$ cat config.mk
export PLATFORM = sky130hd
export DESIGN_NAME = vectored_irq_ctrl
export DESIGN_NICKNAME = d
export VERILOG_FILES = /design/src/shared/vic_pkg.sv /design/src/core/vic_src_detect.sv /design/src/core/vectored_irq_ctrl.sv
export VERILOG_INCLUDE_DIRS = /design/src /design/src/shared
export SDC_FILE = /design/constraint.sdc
export NUM_CORES = 2
export LEC_CHECK = 0
export ABC_AREA = 1
export BUFFER_PORTS_ARGS = -buffer_cell sky130_fd_sc_hd__buf_2
export CORE_AREA = 2 2 566 568
export CTS_BUF_LIST = sky130_fd_sc_hd__clkbuf_16
export DETAILED_ROUTE_END_ITERATION = 10
export DIE_AREA = 0 0 568 570
export GPL_ROUTABILITY_DRIVEN = 0
export PLACE_DENSITY = 0.3
export REMOVE_ABC_BUFFERS = 1
export SKIP_LAST_GASP = 1
export SYNTH_ARGS = -nofsm -noshare
export SYNTH_HDL_FRONTEND = slang
export SYNTH_SLANG_ARGS = --single-unit
$ cat constraint.sdc
create_clock -name mclk -period 105.4 [get_ports mclk]
set_input_delay 5.27 -clock mclk [delete_from_list [all_inputs] [get_ports mclk]]
set_output_delay 5.27 -clock mclk [all_outputs]
set_load 0.01 [all_outputs]
$ cat src/shared/vic_defines.svh
// Constants of the vectored interrupt controller fast path
`ifndef VIC_DEFINES_SVH
`define VIC_DEFINES_SVH
`define VIC_NSRC        32
`define VIC_NUM_W       5
`define VIC_PRIO_W      3
`define VIC_DATA_W      32
`define VIC_STACK_DEPTH 8
`define VIC_STACK_PTR_W 4
`define VIC_STACK_IDX_W 3
`define VIC_FAST_SRC    0
`define VIC_RST_MASK    32'h0000_0000
`define VIC_RST_FORCE   32'h0000_0000
`define VIC_RST_VECTOR  32'h0000_0000
`define VIC_RST_NUM     5'h00
`define VIC_RST_PTR     4'h0
`endif

$ cat src/shared/vic_pkg.sv
// Types of the vectored interrupt controller fast path
package vic_pkg;
`include "vic_defines.svh"

    typedef struct packed {
        logic [`VIC_NSRC-1:0]                   edge_mode;
        logic [`VIC_NSRC-1:0]                   pol_high;
        logic [`VIC_NSRC-1:0][`VIC_PRIO_W-1:0]  prio;
        logic [`VIC_NSRC-1:0][`VIC_DATA_W-1:0]  vector_slot;
        logic [`VIC_DATA_W-1:0]                 spurious_vector_reg;
        logic                                   debug_protect_bit;
        logic                                   general_mask_bit;
    } vic_cfg_t;

    typedef struct packed {
        logic                   enable_cmd_reg;
        logic                   disable_cmd_reg;
        logic                   clear_cmd_reg;
        logic                   force_enable_cmd;
        logic                   force_disable_cmd;
        logic                   end_of_irq_cmd;
        logic                   normal_vector_wr;
        logic                   normal_vector_rd;
        logic                   fast_vector_rd;
        logic [`VIC_DATA_W-1:0] data;
    } vic_cmd_t;

    typedef struct packed {
        logic [`VIC_NSRC-1:0]   pending_reg;
        logic [`VIC_NSRC-1:0]   mask_reg;
        logic [`VIC_NSRC-1:0]   force_status_reg;
        logic [`VIC_NUM_W-1:0]  current_irq_status;
        logic [`VIC_DATA_W-1:0] normal_vector_reg;
        logic [`VIC_DATA_W-1:0] fast_vector_reg;
    } vic_status_t;

    typedef struct packed {
        logic sync1;
        logic sync2;
        logic prev;
        logic edge_pend;
    } vic_det_state_t;

    typedef struct packed {
        logic [`VIC_NSRC-1:0]                          mask;
        logic [`VIC_NSRC-1:0]                          force_en;
        logic [`VIC_STACK_PTR_W-1:0]                   depth;
        logic [`VIC_STACK_DEPTH-1:0][`VIC_PRIO_W-1:0]  lvl;
        logic [`VIC_STACK_DEPTH-1:0][`VIC_NUM_W-1:0]   num;
        logic [`VIC_NUM_W-1:0]                         isr;
        logic [`VIC_NUM_W-1:0]                         held_num;
        logic [`VIC_PRIO_W-1:0]                        held_lvl;
        logic                                          held_valid;
        logic [`VIC_DATA_W-1:0]                        ivr_data;
        logic [`VIC_DATA_W-1:0]                        fvr_data;
    } vic_state_t;
endpackage

$ cat src/core/vic_src_detect.sv
// Per-source synchroniser, edge detector and pending flag
`timescale 1ns/1ps
module vic_src_detect (
    input  wire logic mclk,
    input  wire logic resetn,
    input  wire logic src_pin,
    input  wire logic edge_mode,
    input  wire logic pol_high,
    input  wire logic clr,
    output logic      pending
);
    import vic_pkg::*;

    vic_det_state_t state_reg;
    vic_det_state_t state_next;
    logic           edge_hit;

    // ==========================================================
    // Detection
    always_comb begin
        state_next       = state_reg;
        state_next.sync1 = src_pin;
        state_next.sync2 = state_reg.sync1;
        state_next.prev  = state_reg.sync2;
        edge_hit = (state_reg.sync2 == pol_high) && (state_reg.prev != pol_high);
        // Set wins over clear
        state_next.edge_pend = edge_hit | (state_reg.edge_pend & ~clr);
    end

    assign pending = edge_mode ? state_reg.edge_pend : (state_reg.sync2 == pol_high);

    // ==========================================================
    // Registers
    always_ff @(posedge mclk) begin
        if (!resetn) begin
            state_reg <= '0;
        end else begin
            state_reg <= state_next;
        end
    end
endmodule

$ cat src/core/vectored_irq_ctrl.sv
// Fast interrupt path, fast forcing, protect mode and general mask
// Operation
// (RL1) Fast vector read returns source 0 vector slot, whatever source fired.
// (RL2) Fast vector read clears edge source 0; level source 0 untouched.
// (RL3) Software removes level source 0 cause at the peripheral.
// (RL4) Force enable/disable commands set/clear bits of force status register.
// (RL5) Forced source keeps detection but never reaches normal request or priority.
// (RL6) Forced source with active level or edge asserts fast request.
// (RL7) Forcing leaves source 0 pending bit unchanged.
// (RL8) While forcing in use, fast vector read does no auto clear.
// (RL9) Software clears forced edge sources through clear command.
// (RL10) Normal vector read never clears a forced source.
// (RL11) Source 0 still drives fast request while forcing is active.
// (RL12) Debug-protect bit set selects protect mode, cleared selects normal.
// (RL13) Normal read resolves, returns vector, records, pushes level, acknowledges.
// (RL14) Protect read resolves, returns, records; write pushes and acknowledges.
// (RL15) Protect read alone leaves context and status; write updates status.
// (RL16) Protect mode software writes vector register right after reading.
// (RL17) Normal mode vector register write has no effect.
// (RL18) Read with nothing pending returns spurious vector register.
// (RL19) Software loads spurious handler that writes end-of-interrupt.
// (RL20) General mask holds both request lines inactive.
// (RL21) General mask does not block the wake-up indication.
// (RL22) Enable/disable bit 0 controls fast source; mask bit 0 shows it.
// (RL23) Fast request from enabled source 0 or active forced source, unless masked.
`timescale 1ns/1ps
`include "vic_defines.svh"
module vectored_irq_ctrl (
    input  wire logic                   mclk,
    input  wire logic                   resetn,
    input  wire logic [`VIC_NSRC-1:0]   src_in,
    input  wire vic_pkg::vic_cfg_t      cfg,
    input  wire vic_pkg::vic_cmd_t      cmd,
    output vic_pkg::vic_status_t        status,
    output logic                        normal_req_n,
    output logic                        fast_req_n,
    output logic                        wake_up
);
    import vic_pkg::*;

    vic_state_t                    state_reg;
    vic_state_t                    state_next;
    logic [`VIC_NSRC-1:0]          pending;
    logic [`VIC_NSRC-1:0]          clr;
    logic [`VIC_NSRC-1:0]          eligible;
    logic                          found;
    logic                          higher;
    logic [`VIC_NUM_W-1:0]         best_num;
    logic [`VIC_PRIO_W-1:0]        best_lvl;
    logic [`VIC_PRIO_W-1:0]        cur_lvl;
    logic [`VIC_STACK_IDX_W-1:0]   top;
    logic                          ack;
    logic [`VIC_NUM_W-1:0]         ack_num;
    logic [`VIC_PRIO_W-1:0]        ack_lvl;
    logic                          fast_any;
    logic                          normal_any;

    // ==========================================================
    // Source detectors
    genvar g;
    generate
        for (g = 0; g < `VIC_NSRC; g++) begin : gen_src
            vic_src_detect u_det (
                .mclk      (mclk),
                .resetn    (resetn),
                .src_pin   (src_in[g]),
                .edge_mode (cfg.edge_mode[g]),
                .pol_high  (cfg.pol_high[g]),
                .clr       (clr[g]),
                .pending   (pending[g])
            );
        end
    endgenerate

    // ==========================================================
    // Priority resolution
    always_comb begin
        top      = state_reg.depth[`VIC_STACK_IDX_W-1:0] - 3'h1;
        cur_lvl  = state_reg.lvl[top];
        eligible = pending & state_reg.mask & ~state_reg.force_en; // RL5
        eligible[`VIC_FAST_SRC] = 1'b0;
        found    = 1'b0;
        best_num = `VIC_RST_NUM;
        best_lvl = '0;
        for (int i = 1; i < `VIC_NSRC; i++) begin
            if (eligible[i] && (!found || cfg.prio[i] > best_lvl)) begin
                found    = 1'b1;
                best_num = `VIC_NUM_W'(i);
                best_lvl = cfg.prio[i];
            end
        end
        higher = found && ((state_reg.depth == `VIC_RST_PTR) || (best_lvl > cur_lvl));
    end

    // ==========================================================
    // Request lines
    always_comb begin
        // RL11 RL6 RL23
        fast_any = (pending[`VIC_FAST_SRC] & state_reg.mask[`VIC_FAST_SRC])
                 | (|(pending & state_reg.mask & state_reg.force_en));
        normal_any   = higher;
        fast_req_n   = ~(fast_any & ~cfg.general_mask_bit); // RL20
        normal_req_n = ~(normal_any & ~cfg.general_mask_bit); // RL20
        wake_up      = |(pending & state_reg.mask); // RL21
    end

    // ==========================================================
    // Acknowledge and clears
    always_comb begin
        ack     = 1'b0;
        ack_num = best_num;
        ack_lvl = best_lvl;
        if (cmd.normal_vector_rd && !cfg.debug_protect_bit && higher) begin
            ack = 1'b1; // RL13
        end else if (cmd.normal_vector_wr && cfg.debug_protect_bit && state_reg.held_valid) begin
            ack     = 1'b1; // RL14 RL17
            ack_num = state_reg.held_num;
            ack_lvl = state_reg.held_lvl;
        end
        clr = cmd.clear_cmd_reg ? cmd.data : '0;
        // Held number may have been forced since the protect read
        if (ack && cfg.edge_mode[ack_num] && !state_reg.force_en[ack_num]) begin
            clr[ack_num] = 1'b1; // RL10
        end
        // RL2 RL8
        if (cmd.fast_vector_rd && cfg.edge_mode[`VIC_FAST_SRC] && (state_reg.force_en == '0)) begin
            clr[`VIC_FAST_SRC] = 1'b1;
        end
    end

    // ==========================================================
    // Next state
    always_comb begin
        state_next = state_reg;
        if (cmd.enable_cmd_reg) begin
            state_next.mask = state_next.mask | cmd.data; // RL22
        end
        if (cmd.disable_cmd_reg) begin
            state_next.mask = state_next.mask & ~cmd.data; // RL22
        end
        if (cmd.force_enable_cmd) begin
            state_next.force_en = state_next.force_en | cmd.data; // RL4
        end
        if (cmd.force_disable_cmd) begin
            state_next.force_en = state_next.force_en & ~cmd.data; // RL4
        end
        state_next.force_en[`VIC_FAST_SRC] = 1'b0; // RL7
        if (cmd.fast_vector_rd) begin
            state_next.fvr_data = cfg.vector_slot[`VIC_FAST_SRC]; // RL1
        end
        if (cmd.normal_vector_rd) begin
            // RL18
            state_next.ivr_data = higher ? cfg.vector_slot[best_num] : cfg.spurious_vector_reg;
            if (cfg.debug_protect_bit) begin
                // RL15
                state_next.held_valid = higher;
                state_next.held_num   = best_num;
                state_next.held_lvl   = best_lvl;
            end
        end
        if (cmd.end_of_irq_cmd && state_reg.depth != `VIC_RST_PTR) begin
            state_next.depth = state_reg.depth - 4'h1;
            state_next.isr   = (state_reg.depth == 4'h1) ? `VIC_RST_NUM
                             : state_reg.num[top - 3'h1];
        end
        if (ack && state_reg.depth != `VIC_STACK_PTR_W'(`VIC_STACK_DEPTH)) begin
            // RL13 RL14
            state_next.lvl[state_reg.depth[`VIC_STACK_IDX_W-1:0]] = ack_lvl;
            state_next.num[state_reg.depth[`VIC_STACK_IDX_W-1:0]] = ack_num;
            state_next.depth = state_reg.depth + 4'h1;
            state_next.isr   = ack_num; // RL15
        end
        if (cmd.normal_vector_wr && cfg.debug_protect_bit) begin
            state_next.held_valid = 1'b0;
        end
        if (!cfg.debug_protect_bit) begin
            state_next.held_valid = 1'b0; // RL12
        end
    end

    // ==========================================================
    // Status
    always_comb begin
        status.pending_reg        = pending;
        status.mask_reg           = state_reg.mask;
        status.force_status_reg   = state_reg.force_en;
        status.current_irq_status = state_reg.isr;
        status.normal_vector_reg  = state_reg.ivr_data;
        status.fast_vector_reg    = state_reg.fvr_data;
    end

    // ==========================================================
    // Registers
    always_ff @(posedge mclk) begin
        if (!resetn) begin
            state_reg          <= '0;
            state_reg.mask     <= `VIC_RST_MASK;
            state_reg.force_en <= `VIC_RST_FORCE;
            state_reg.ivr_data <= `VIC_RST_VECTOR;
            state_reg.fvr_data <= `VIC_RST_VECTOR;
        end else begin
            state_reg <= state_next;
        end
    end
endmodule

==> flow_summary.yaml <==
run_status:
  status: "finished, final reports clean"
synthesis:
  ys_async_sr_fraction_pct: 0
  synth.most_common_cell: "nor2_1"
  synth_top_family_by_area: "simple AND/OR/NAND/NOR gates"
  synth_area_leader_cell: "dfxtp_1"
  netlist.area_leader.share_pct: 22.40
  synthTopCellsByCount: "1064 x nor2_1, 767 x o21ai_0, 496 x nand2_1"
  synth_area_leaders: "dfxtp_1 22%, nor2_1 13%, o21ai_0 13%"
  avgSynthCellArea_sq_um: 6.071
  yosys_most_used_dff: "dfxtp_1"
  ys_seq_area_share_pct: 22.40
  yosys_warnings: 0
  synthCells: 4960
  synth-seq-cells: 337
  synth_fa_ha_area_share_pct: 3.241
  synth_edf_count: 0
  synth_cell_types: 65
  synthMuxAreaShare_pct: 0.03740
  netlist_area_sq_um: 30110
  synth-simple-area-share_pct: 30.45
  synth-xor-area-share_pct: 0.1163
  synth-compound-area-share_pct: 29.32
layout:
  utilization_pct: 13.47
  stdcell_count: 10339
  area_growth_pct: 41.88
  nNetsFinal: 7434
  drive_gt1_share_pct: 30.37
pwr:
  ir_worst_vdd_mv: 0.01562
  power_density_nw_per_um2: 20.28
  power_leakage_nw: 19.56
global_route:
  grt_max_degree: 151
  antenna_found_initial: 178
  grt_usage_pct: 16.22
  grt-ovfl-total: 0
  grt_pass1_vias: 39473
  grt_pass1_wl_um: 356900
floorplan:
  dieHeight_um: 570
  std_cell_rows: 207
  ios: 1461
  initial_core_util_pct: 9.491
  core_area_sq_um: 317300
  die_x_um: 568
  die_area_sq_um: 323800
sta:
  fin_crit_sh_pct: 47.72
  setup-violations-final: 0
  report.final.slew_viol_count: 0
  relSlewSlack_pct: 17.72
  min_period_ps: 50300
  timing.setup.tns_ps: 0
  max_freq_ghz: 0.01988
  final_hold_viol_count: 0
  finalClockSkew_ps: 50.90
  max_slew.worst_pin.slew_ps: 1221
  rsz0062_at_grt: "false"
  whs_ps: 406.4
  setup_slack_ps: 55100
cts:
  clockBufferDepth: 3
  clk_pin_slew_ps: 50
  cts_hold_buf: 0
  cts_tree: "done"
  clock-sinks: 337
  cts_resized: 0
  numCtsBuffers: 57
  clock_latency_ps: 720
  cts_root_buf: "clkbuf_16"
  h-tree-depth: 2
  postCtsSetupBuffers: 0
placement:
  dpl.cell_count: 10184
  dp_slack_ps: 55110
  port_buffers: 1456
  hpwl_um: 228400
worst_setup_path:
  path_max_fanout: 33
  slowest_stage: "o21ai_0"
  startpoint_type: "input port"
  crit_top_cell: "o21ai_0"
  critical_path.max_stage_delay_ps: 950
  critPathKind: "in -> out"
  worstPathRequired_ps: 100130
  cp.arrival_ps: 45030
  critPathCaptureType: "output pin"
route:
  drt_first_pass_iters: 5
  vias: 39600
  routedWlPerCell_um: 26.51
  wl_um: 274100
  drtIter0Drc: 2459
  viasPerCell: 3.830
  ant_nets: 0
  route.detailed.drc: 0
hold_path:
  min_path_type: "reg -> reg"
run:
  max-cap-violations: 0
worst paths after layout:
path / start / endpoint / slack (ps) / depth (start not counted)
max: cfg[1187] / normal_req_n / 55100 / 281
min: gen_src[3].u_det.state_next[2] / gen_src[3].u_det.state_next[1] / 410 / 2
max reg2reg: gen_src[1].u_det.state_next[1] / state_reg[145] / 63050 / 288
min reg2reg: gen_src[3].u_det.state_next[2] / gen_src[3].u_det.state_next[1] / 410 / 2
kinds of logic (layout without fill, tap and decap cells):
group,Yosys count,after routing
adders and majority gates,78,78
xor gates and xnor gates,4,4
and+or+nand+nor,2090,2090
DFF,337,337
buffers and inverters,925,2074
muxes,1,1
other,1,51
AOI/OAI and AO/OA,1524,1524
critical path, delay by kind of cell:
family	cells	cell delay (ps)
AO/OA/AOI/OAI	75	14260
adder cells (fa/ha/maj)	31	9680
AND/OR/NAND/NOR	139	12670
buffers and inverters	36	3060
placed cells by master, fill, tap and decap left out, types with 59 or more instances in the layout:
| cell | Yosys | layout |
|---|---|---|
| nor2_1 | 1064 | 1064 |
| o211ai_1 | 275 | 275 |
| a211oi_1 | 63 | 63 |
| ha_1 | 78 | 78 |
| dfxtp_1 | 337 | 337 |
| nand2_2 | 81 | 81 |
| o21ai_0 | 767 | 756 |
| nand3_1 | 294 | 294 |
| o21ai_1 | 49 | 59 |
| inv_1 | 432 | 433 |
| nand2_1 | 496 | 493 |
| a21oi_1 | 249 | 249 |
| buf_2 | 56 | 1453 |
| buf_4 | 171 | 69 |
layout make-up:
| type | count | area (sq um) |
|---|---|---|
| clock inverters | 47 | 540.5 |
| diodes | 50 | 125.1 |
| flip-flops and latches | 337 | 6746 |
| inverters | 443 | 1703 |
| well taps | 4180 | 5230 |
| repair buffers | 1526 | 7865 |
| multi-input cells | 3698 | 19060 |
| clock buffers | 58 | 1451 |
| fillers | 37411 | 274500 |
stage by stage:
stage	cell area, sq um	total power, mW
2_1_floorplan	27440	0.4236
3_3_place_gp	40600	0.6775
3_5_place_dp	40610	0.6787
4_1_cts	42600	0.9005
5_1_grt	42660	0.9378
6_report	42720	0.8666
per-layer routing:
metal  part of all wire (%)  wire length (um)  vias to the layer above  track usage [%]
li1                       -                 -                    18827                -
met1                     39            107100                    18630            18.25
met2                     51            140400                     1677            30.29
met3                    6.2             17060                      414            3.443
met4                    3.3              9162                       52            4.769
met5                   0.12               322                        -                0
power by group:
| part | internal (mW) | total, mW | switching [mW] | leakage, nW |
|---|---|---|---|---|
| logic | 0.133 | 0.511 | 0.377 | 15.8 |
| clock network | 0.125 | 0.210 | 0.0857 | 0.999 |
| registers | 0.139 | 0.146 | 0.00659 | 2.77 |
No activity file was read; power rests on OpenSTA's default activity.
